**config.mk**
```make
export PLATFORM = sky130hd
export DESIGN_NAME = async_serial_tx_rx
export DESIGN_NICKNAME = d
export VERILOG_FILES = /design/src/verilog/serial_port_pkg.sv /design/src/verilog/async_serial_tx_rx.sv
export SDC_FILE = /design/constraint.sdc
export NUM_CORES = 1
export LEC_CHECK = 0
export ABC_AREA = 1
export BUFFER_PORTS_ARGS = -buffer_cell sky130_fd_sc_hd__clkbuf_2
export CAP_MARGIN = 20
export CORE_MARGIN = 2
export CORE_UTILIZATION = 45
export DETAILED_ROUTE_END_ITERATION = 16
export PLACE_DENSITY = 0.65
export SLEW_MARGIN = 10
export SYNTH_ARGS = -nofsm -noshare
export SYNTH_HDL_FRONTEND = slang
export SYNTH_SLANG_ARGS = --single-unit
```
**constraint.sdc**
```tcl
create_clock -name i_ref_clk -period 1.66 [get_ports i_ref_clk]
set_input_delay 0.249 -clock i_ref_clk [delete_from_list [all_inputs] [get_ports i_ref_clk]]
set_output_delay 0.249 -clock i_ref_clk [all_outputs]
set_load 0.01 [all_outputs]
```
**src/verilog/serial_port_pkg.sv**
```systemverilog
`default_nettype none
package serial_port_pkg;

    // ****************************************
    // Register map (Avalon-MM word addresses)
    // ****************************************
    localparam logic [1:0] ADDR_CTRL = 2'h0;
    localparam logic [1:0] ADDR_STATUS = 2'h1;
    localparam logic [1:0] ADDR_TX_DATA = 2'h2;
    localparam logic [1:0] ADDR_RX_DATA = 2'h3;

    // Control register bit positions
    localparam int CTL_PORT_EN = 0;
    localparam int CTL_TX_EN = 1;
    localparam int CTL_SYNC = 2;
    localparam int CTL_RX_EN = 3;
    localparam int CTL_INVERT = 4;
    localparam int CTL_TX9 = 5;
    localparam int CTL_RX9 = 6;
    localparam int CTL_TX_NINTH_BIT = 7;
    localparam int CTL_TX_IE = 8;
    localparam int CTL_WIDTH = 9;
    localparam logic [CTL_WIDTH-1:0] CTL_RESET = 9'h000;

    // Status register bit positions
    localparam int ST_TX_EMPTY = 0;
    localparam int ST_SHIFT_EMPTY = 1;
    localparam int ST_RX_AVAIL = 2;
    localparam int ST_OVERRUN = 3;
    localparam int ST_FRAMING = 4;
    localparam int ST_RX9D = 5;
    localparam int ST_TX_IRQ = 6;

    // ****************************************
    // Frame and timing constants
    // ****************************************
    localparam logic [3:0] OVS_HALF = 4'h7;
    localparam logic [3:0] OVS_LAST = 4'hF;
    localparam logic [3:0] OVS_MID_A = 4'h6;
    localparam logic [3:0] OVS_MID_B = 4'h7;
    localparam logic [3:0] OVS_MID_C = 4'h8;
    localparam logic [3:0] BITS_EIGHT = 4'h8;
    localparam logic [3:0] BITS_NINE = 4'h9;
    localparam logic [1:0] FIFO_DEPTH = 2'h2;
    localparam logic [1:0] TXF_DELAY = 2'h2;

    typedef enum logic [3:0] {
        TX_IDLE = 4'h1,
        TX_START = 4'h2,
        TX_DATA = 4'h4,
        TX_STOP = 4'h8
    } tx_state_t;

    typedef enum logic [3:0] {
        RX_IDLE = 4'h1,
        RX_START = 4'h2,
        RX_DATA = 4'h4,
        RX_STOP = 4'h8
    } rx_state_t;

    // One received character with its own framing error
    typedef struct packed {
        logic frame_err;
        logic [8:0] data;
    } rx_entry_t;

    typedef struct packed {
        logic [CTL_WIDTH-1:0] ctrl;
        logic [8:0] hold;
        logic hold_full;
        logic [1:0] txf_wait;
        logic txf_shown;
        tx_state_t tx_st;
        logic [8:0] tx_shift;
        logic [3:0] tx_cnt;
        logic tx_line;
        logic tx_oe;
        logic [2:0] rx_sync;
        logic rx_level;
        rx_state_t rx_st;
        logic [3:0] ovs;
        logic [3:0] rx_cnt;
        logic [2:0] votes;
        logic [8:0] rx_shift;
        rx_entry_t [1:0] fifo;
        logic [1:0] fifo_cnt;
        logic overrun;
        logic [31:0] rdata;
        logic rvalid_wait;
        logic wait_req;
    } serial_state_t;

endpackage : serial_port_pkg
`default_nettype wire
```
**src/verilog/async_serial_tx_rx.sv**
```systemverilog
// Function
// - Transmitter runs only with tx enable, async select and port enable; port drives tx pin.
// - Setting tx enable sets the transmit-buffer-empty flag immediately.
// - Holding-buffer write starts transmission; idle shifter takes character at once.
// - Busy shifter: hold character until stop sent, then load and start next frame.
// - Polarity invert 0 gives high idle true data; 1 inverts idle and data.
// - Buffer-empty flag set when enabled and holding empty; clear when queued or when transmitter is off.
// - Buffer-empty flag shows new value three cycles after a holding write.
// - Flag independent of irq enable; transmit irq request needs enable too.
// - Shift-empty status set when shifter empty, clear from load until shifted out.
// - Nine-bit select shifts nine data bits, ninth bit being most significant.
// - Receiver oversamples sixteen times per bit; shift register advances once per bit.
// - Received characters enter two-entry FIFO; third may be in progress.
// - Receiver active only with continuous enable, async select and port enable.
// - Start edge rechecked at half bit; high line abandons silently.
// - Each following bit sampled a bit time later by majority vote.
// - Stop bit sampled after last data bit; zero sets framing error.
// - After stop, character enters FIFO, available flag set; read pops oldest.
// - While overrun exists no further characters are accepted.
// - Frame is low start, 8 or 9 data bits LSB first, high stop.
// - Overrun set on third character with FIFO full; cleared by disabling.
// - Each entry keeps framing bit; status shows oldest; port disable clears.
//
// The address map and the Avalon-MM slave port were decided locally.
`timescale 1ns/1ps
`default_nettype none
module async_serial_tx_rx
    import serial_port_pkg::*;
(
    input wire logic i_ref_clk,
    input wire logic i_rst_b,
    input wire logic i_baud_tick,
    input wire logic i_ovs_tick,
    input wire logic [1:0] i_address,
    input wire logic i_read,
    input wire logic i_write,
    input wire logic [31:0] i_writedata,
    output logic [31:0] o_readdata,
    output logic o_waitrequest,
    input wire logic i_rx_pin,
    output logic o_tx_pin,
    output logic o_tx_oe,
    output logic o_tx_irq
);

    // ****************************************
    // State
    // ****************************************
    serial_state_t s_reg;
    serial_state_t s_next;

    logic tx_run;
    logic rx_run;
    logic tx_empty_flag;
    logic rx_bit;
    logic bus_rd;
    logic bus_wr;

    // Majority of three samples
    function automatic logic majority(input logic [2:0] v);
        majority = (v[0] & v[1]) | (v[0] & v[2]) | (v[1] & v[2]);
    endfunction : majority

    // Data bit count from the nine-bit select
    function automatic logic [3:0] frame_bits(input logic nine);
        frame_bits = nine ? BITS_NINE : BITS_EIGHT;
    endfunction : frame_bits

    // ****************************************
    // Combinational next state
    // ****************************************
    always_comb begin
        s_next = s_reg;
        tx_run = s_reg.ctrl[CTL_TX_EN] & ~s_reg.ctrl[CTL_SYNC] & s_reg.ctrl[CTL_PORT_EN];
        rx_run = s_reg.ctrl[CTL_RX_EN] & ~s_reg.ctrl[CTL_SYNC] & s_reg.ctrl[CTL_PORT_EN];
        tx_empty_flag = s_reg.txf_shown;
        bus_rd = i_read & s_reg.wait_req;
        bus_wr = i_write & s_reg.wait_req;
        rx_bit = s_reg.rx_level;

        // Bus: one wait cycle, then the access completes
        s_next.wait_req = 1'b1;
        if ((i_read | i_write) & s_reg.wait_req) begin
            s_next.wait_req = 1'b0;
        end
        bus_rd = i_read & ~s_reg.wait_req;
        bus_wr = i_write & ~s_reg.wait_req;

        if (bus_wr && i_address == ADDR_CTRL) begin
            s_next.ctrl = i_writedata[CTL_WIDTH-1:0];
        end

        // Port enable drives the tx pin as output
        s_next.tx_oe = s_next.ctrl[CTL_PORT_EN];

        // Read data latched as the read is taken; it stands until the next read
        if (i_read && s_reg.wait_req) begin
            s_next.rdata = 32'h0000_0000;
            unique case (i_address)
                ADDR_CTRL: s_next.rdata[CTL_WIDTH-1:0] = s_reg.ctrl;
                ADDR_STATUS: begin
                    s_next.rdata[ST_TX_EMPTY] = tx_empty_flag;
                    s_next.rdata[ST_SHIFT_EMPTY] = (s_reg.tx_st == TX_IDLE);
                    s_next.rdata[ST_RX_AVAIL] = (s_reg.fifo_cnt != 2'h0);
                    s_next.rdata[ST_OVERRUN] = s_reg.overrun;
                    s_next.rdata[ST_FRAMING] = (s_reg.fifo_cnt != 2'h0) & s_reg.fifo[0].frame_err;
                    s_next.rdata[ST_RX9D] = s_reg.fifo[0].data[8];
                    s_next.rdata[ST_TX_IRQ] = o_tx_irq;
                end
                ADDR_TX_DATA: s_next.rdata[8:0] = s_reg.hold;
                ADDR_RX_DATA: s_next.rdata[8:0] = s_reg.fifo[0].data;
                default: s_next.rdata = 32'h0000_0000;
            endcase
        end

        // ****************************************
        // Transmitter
        // ****************************************
        // Holding write keeps ninth bit from control, written earlier by software
        if (bus_wr && i_address == ADDR_TX_DATA && tx_run) begin
            s_next.hold = {s_reg.ctrl[CTL_TX_NINTH_BIT], i_writedata[7:0]};
            s_next.hold_full = 1'b1;
            s_next.txf_wait = TXF_DELAY;
        end

        unique case (s_reg.tx_st)
            TX_IDLE: begin
                // Idle shifter takes the character straight away
                if (s_reg.hold_full && tx_run) begin
                    s_next.tx_shift = s_reg.hold;
                    s_next.hold_full = s_next.hold_full & bus_wr & (i_address == ADDR_TX_DATA);
                    s_next.tx_st = TX_START;
                end
            end
            TX_START: begin
                if (i_baud_tick) begin
                    s_next.tx_st = TX_DATA;
                    s_next.tx_cnt = 4'h0;
                end
            end
            TX_DATA: begin
                if (i_baud_tick) begin
                    s_next.tx_shift = {1'b0, s_reg.tx_shift[8:1]};
                    s_next.tx_cnt = s_reg.tx_cnt + 4'h1;
                    if (s_reg.tx_cnt + 4'h1 == frame_bits(s_reg.ctrl[CTL_TX9])) begin
                        s_next.tx_st = TX_STOP;
                    end
                end
            end
            TX_STOP: begin
                // Pending character loads in the cycle after the stop bit ends
                if (i_baud_tick) begin
                    s_next.tx_st = TX_IDLE;
                end
            end
            default: s_next.tx_st = TX_IDLE;
        endcase
        if (!tx_run) begin
            s_next.tx_st = TX_IDLE;
            s_next.hold_full = 1'b0;
        end

        // Line level before polarity
        s_next.tx_line = 1'b1;
        unique case (s_next.tx_st)
            TX_START: s_next.tx_line = 1'b0;
            TX_DATA: s_next.tx_line = s_next.tx_shift[0];
            default: s_next.tx_line = 1'b1;
        endcase
        s_next.tx_line = s_next.tx_line ^ s_next.ctrl[CTL_INVERT];

        // Empty flag: enabled and nothing queued, shown after the write settles
        if (s_reg.txf_wait != 2'h0) begin
            s_next.txf_wait = s_reg.txf_wait - 2'h1;
        end else begin
            s_next.txf_shown = tx_run & ~s_reg.hold_full;
        end
        if (!tx_run) begin
            s_next.txf_shown = 1'b0;
            s_next.txf_wait = 2'h0;
        end
        if (tx_run && !s_reg.txf_shown && s_reg.tx_st == TX_IDLE && !s_reg.hold_full) begin
            s_next.txf_shown = 1'b1;
        end

        // ****************************************
        // Receiver
        // ****************************************
        s_next.rx_sync = {s_reg.rx_sync[1:0], i_rx_pin};
        if (s_reg.rx_sync[2] == s_reg.rx_sync[1]) begin
            s_next.rx_level = s_reg.rx_sync[1];
        end

        if (i_ovs_tick) begin
            s_next.ovs = s_reg.ovs + 4'h1;
            if (s_reg.ovs == OVS_MID_A || s_reg.ovs == OVS_MID_B || s_reg.ovs == OVS_MID_C) begin
                s_next.votes = {s_reg.votes[1:0], rx_bit};
            end
        end

        unique case (s_reg.rx_st)
            RX_IDLE: begin
                s_next.ovs = 4'h0;
                if (!rx_bit && rx_run && !s_reg.overrun) begin
                    s_next.rx_st = RX_START;
                end
            end
            RX_START: begin
                // Counter keeps running, so every later window opens on a bit edge
                if (i_ovs_tick && s_reg.ovs == OVS_HALF && rx_bit) begin
                    s_next.rx_st = RX_IDLE;
                end else if (i_ovs_tick && s_reg.ovs == OVS_LAST) begin
                    s_next.rx_cnt = 4'h0;
                    s_next.rx_st = RX_DATA;
                end
            end
            RX_DATA: begin
                // Votes sit mid-window; the bit is taken as its window closes
                if (i_ovs_tick && s_reg.ovs == OVS_LAST) begin
                    s_next.rx_shift = {majority(s_reg.votes), s_reg.rx_shift[8:1]};
                    s_next.rx_cnt = s_reg.rx_cnt + 4'h1;
                    if (s_reg.rx_cnt + 4'h1 == frame_bits(s_reg.ctrl[CTL_RX9])) begin
                        s_next.rx_st = RX_STOP;
                    end
                end
            end
            RX_STOP: begin
                if (i_ovs_tick && s_reg.ovs == OVS_LAST) begin
                    s_next.rx_st = RX_IDLE;
                    if (s_reg.fifo_cnt == FIFO_DEPTH) begin
                        s_next.overrun = 1'b1;
                    end else begin
                        // Eight-bit frames sit right-aligned, ninth bit zero
                        s_next.fifo[s_reg.fifo_cnt[0]].data = s_reg.ctrl[CTL_RX9] ?
                            s_reg.rx_shift : {1'b0, s_reg.rx_shift[8:1]};
                        s_next.fifo[s_reg.fifo_cnt[0]].frame_err = ~majority(s_reg.votes);
                        s_next.fifo_cnt = s_reg.fifo_cnt + 2'h1;
                    end
                end
            end
            default: s_next.rx_st = RX_IDLE;
        endcase

        // Pop oldest on a data read; a push in the same cycle lands behind it
        if (bus_rd && i_address == ADDR_RX_DATA && s_reg.fifo_cnt != 2'h0) begin
            s_next.fifo[0] = s_next.fifo[1];
            s_next.fifo_cnt = s_next.fifo_cnt - 2'h1;
        end

        if (!rx_run) begin
            s_next.rx_st = RX_IDLE;
            s_next.overrun = 1'b0;
        end
        // Port disable resets stored characters and their framing bits
        if (!s_reg.ctrl[CTL_PORT_EN]) begin
            s_next.fifo_cnt = 2'h0;
            s_next.fifo[0].frame_err = 1'b0;
            s_next.fifo[1].frame_err = 1'b0;
        end
    end

    // ****************************************
    // Registers
    // ****************************************
    always_ff @(posedge i_ref_clk) begin
        if (!i_rst_b) begin
            s_reg <= '0;
            s_reg.ctrl <= CTL_RESET;
            s_reg.tx_st <= TX_IDLE;
            s_reg.rx_st <= RX_IDLE;
            s_reg.tx_line <= 1'b1;
            s_reg.rx_sync <= 3'h7;
            s_reg.rx_level <= 1'b1;
            s_reg.wait_req <= 1'b1;
        end else begin
            s_reg <= s_next;
        end
    end

    // Irq request gated by its enable
    always_ff @(posedge i_ref_clk) begin
        if (!i_rst_b) begin
            o_tx_irq <= 1'b0;
        end else begin
            o_tx_irq <= s_next.txf_shown & s_next.ctrl[CTL_TX_IE];
        end
    end

    // Outputs from flip-flops
    assign o_tx_pin = s_reg.tx_line;
    assign o_tx_oe = s_reg.tx_oe;
    assign o_readdata = s_reg.rdata;
    assign o_waitrequest = s_reg.wait_req;

endmodule : async_serial_tx_rx
`default_nettype wire

```
==> impl_metrics.toml <==
[finish]
fill_cells = 1032
multi_input_area_um2 = 2390
regArea_um2 = 2050
stdcell_area_um2 = 5630
utilization = 0.526
layout-drive-gt1-share = 0.176
nNetsFinal = 777
antenna_cells = 0
areaGrowthSynthToFinish_pct = 15.2
largest_reg_flops = 86

[critical_path]
crit_fanout = 5
path_class = "flip-flop to flip-flop"
critPathLaunchType = "flip-flop"
crit_chain = "ha_4 > nand2_4 > nor2_4 > nand2_4 > nor2_8 > buf_12 > nand2_8 > clkinv_8 > buf_6 > o21ai_4 > nor2_2 > nor2_1 > nor2_1"
r2r-end = "s_reg[39]"
r2r-start = "s_reg[73]"
cp_slowest_stage_delay_ps = 350
crit_required_ps = 1930
path_buf_inv = 3
r2r_setup_slack_ps = 7
crit_arrival_ps = 1920
worst_path_max_delay_cell = "dfxtp_2"
r2r_cells = 13
cp_top_family = "simple AND/OR/NAND/NOR gates"
cp-end-kind = "flip-flop"

[floorplan]
die_h_um = 108
initial_utilization = 0.457
rows = 38
core-area_um2 = 10700
pin_count = 77
die_area_um2 = 11700
chipWidth_um = 108

[pwr]
vdd_drop_max_uv = 574
power_per_cell_area_nw_per_um2 = 757
p_leak_uw = 0.00243

[logic_synthesis]
synth.distinct_cells = 43
ys_seq_elements = 102
yosys.cell_count.top_type = "nand2_1"
synth-main-ff-cell = "dfxtp_1"
ys_top_cells_by_area = "dfxtp_1 (42%), nand2_1 (9.1%), o21ai_0 (6.5%)"
synth_common_cells = "nand2_1 (118), dfxtp_1 (102), inv_1 (81), nor2_1 (81), o21ai_0 (63)"
synth_top_cell_by_area = "dfxtp_1"
yosysWarnings = 0
netlist_instances = 676
yosysSeqAreaShare = 0.418
synth-edff-count = 0
async_flop_share = 0
netlist_area_um2 = 4890
synth_area_per_cell_um2 = 7.23
synth_top_cell_area_share = 0.418

[grt]
grt_max_degree = 34
grt_pass1_vias = 3943
grt_pass1_wl_mm = 18.1
grt_antenna_before_repair = 0
grt_overflow_total = 0
track_usage = 0.193

[routing]
antenna_left = 0
drc = 0
wl_mm = 11.4
avgRoutedWirePerCell_um = 13.1
avgViaCountPerCell = 5.06
dr.pass1.iters = 6
vias = 4416
drt-initial-drc-count = 300

[clocking]
clk_latency_ps = 360
cts_tree = "yes"
h-tree-depth = 3
path_clk_slew_ps = 100
clock-root-buffer = "clkbuf_8"
cts_buffers = 9
clk_path_buf_depth = 2
clock_sinks = 102
cts_hold_buffers = 0

[timing]
fmax_mhz = 605
finalClockSkew_ps = 14.8
finalCritPeriodShare = 0.996
slew_viol_final = 0
report.final.hold_viol_count = 0
final.min_clock_period_ps = 1650
rsz0062_at_grt = "yes"
tns_ps = 0
setup_violations = 0

[run_status]
run_status = "finished, final reports clean"

[worst_hold_path]
min_to = "s_next[83]"
hold_depth = 2
holdCritStartpoint = "i_rx_pin"
hold_class = "input pin to flip-flop"

[placed_design]
io_buffer_count = 30
place_hpwl_mm = 8.27
dpl-instance-area_um2 = 5190
gp_congestion = 0.859

[flow_run]
drv_cap = 0
==> kinds of logic after synthesis <==
logic type,synth area share
AO/OA/AOI/OAI,0.169
buffers and inverters,0.132
XOR/XNOR,0.00359
AND/OR/NAND/NOR,0.252
other,0.000768
flip-flops,0.418
adder cells (fa/ha/maj),0.0246
==> metrics by stage <==
step | power (uW) | cells | setup WS (ps) | hold WS (ps)
2_1_floorplan | 2720 | 698 | 83.0 | 356
3_5_place_dp | 2760 | 845 | -1.22 | 404
5_1_grt | 4390 | 873 | -68.9 | 51.0
4_1_cts | 4290 | 864 | -3.42 | 55.0
6_report | 4260 | 873 | 6.64 | 68.5
3_3_place_gp | 2760 | 845 | 17.7 | 405
==> timing repair <==
| action | 4_1_cts | 5_1_grt |
|---|---|---|
| pin swaps | 3 | 10 |
| setup endpoints to repair | 4 | 34 |
| gates cloned | 1 | 1 |
| gates resized for setup | 7 | 31 |
| setup buffers | 2 | 8 |
==> how the worst max path moves through the flow <==
| stage | cells past startpoint | endpoint | start | slack (ps) |
|---|---|---|---|---|
| 2_1_floorplan | 10 | s_reg[42] | s_reg[74] | 80 |
| 3_3_place_gp | 10 | s_reg[42] | s_reg[73] | 20 |
| 3_5_place_dp | 11 | s_reg[36] | s_reg[73] | -1 |
| 4_1_cts | 10 | s_reg[46] | s_reg[73] | -3 |
| 5_1_grt | 13 | s_reg[42] | s_reg[73] | -70 |
| 6_report | 13 | s_reg[39] | s_reg[73] | 7 |
==> final cells by class <==
class | count | share of cell area
Clock inverter | 5 | 0.0107
Timing Repair Buffer | 68 | 0.0838
Clock buffer | 11 | 0.0233
Multi-Input combinational cell | 463 | 0.425
Sequential cell | 102 | 0.364
Tap cell | 140 | 0.0311
Inverter | 82 | 0.0576
Timing Repair inverter | 2 | 0.00445
==> per-layer routing <==
layer,vias to the layer above,wire length [um],share of wire,GRT usage
met1,2029,5190,0.45,0.249
li1,2259,-,-,-
met3,17,595,0.052,0.0410
met5,-,0,0,0
met4,0,216,0.019,0.0577
met2,111,5440,0.48,0.326
==> cells in the final DEF (no fill, tap or decap), types with 5 or more instances in the layout <==
cell        n
a21oi_1    54
inv_1      78
buf_4      33
nand2_1   114
nand3_2     5
nor2_1     78
dfxtp_1    98
clkbuf_2   30
nand4_1     9
o22ai_1     6
or2_2      11
ha_1        6
nor3_1      5
clkbuf_8    9
o21ai_0    61
conb_1     23
a22oi_1     7
nand3_1    34
==> report_power, final <==
| group | switching (uW) | internal, uW |
|---|---|---|
| registers | 17.0 | 2470 |
| clock network | 847 | 702 |
| logic | 154 | 69.8 |
Power figures use the tool's default switching activity.
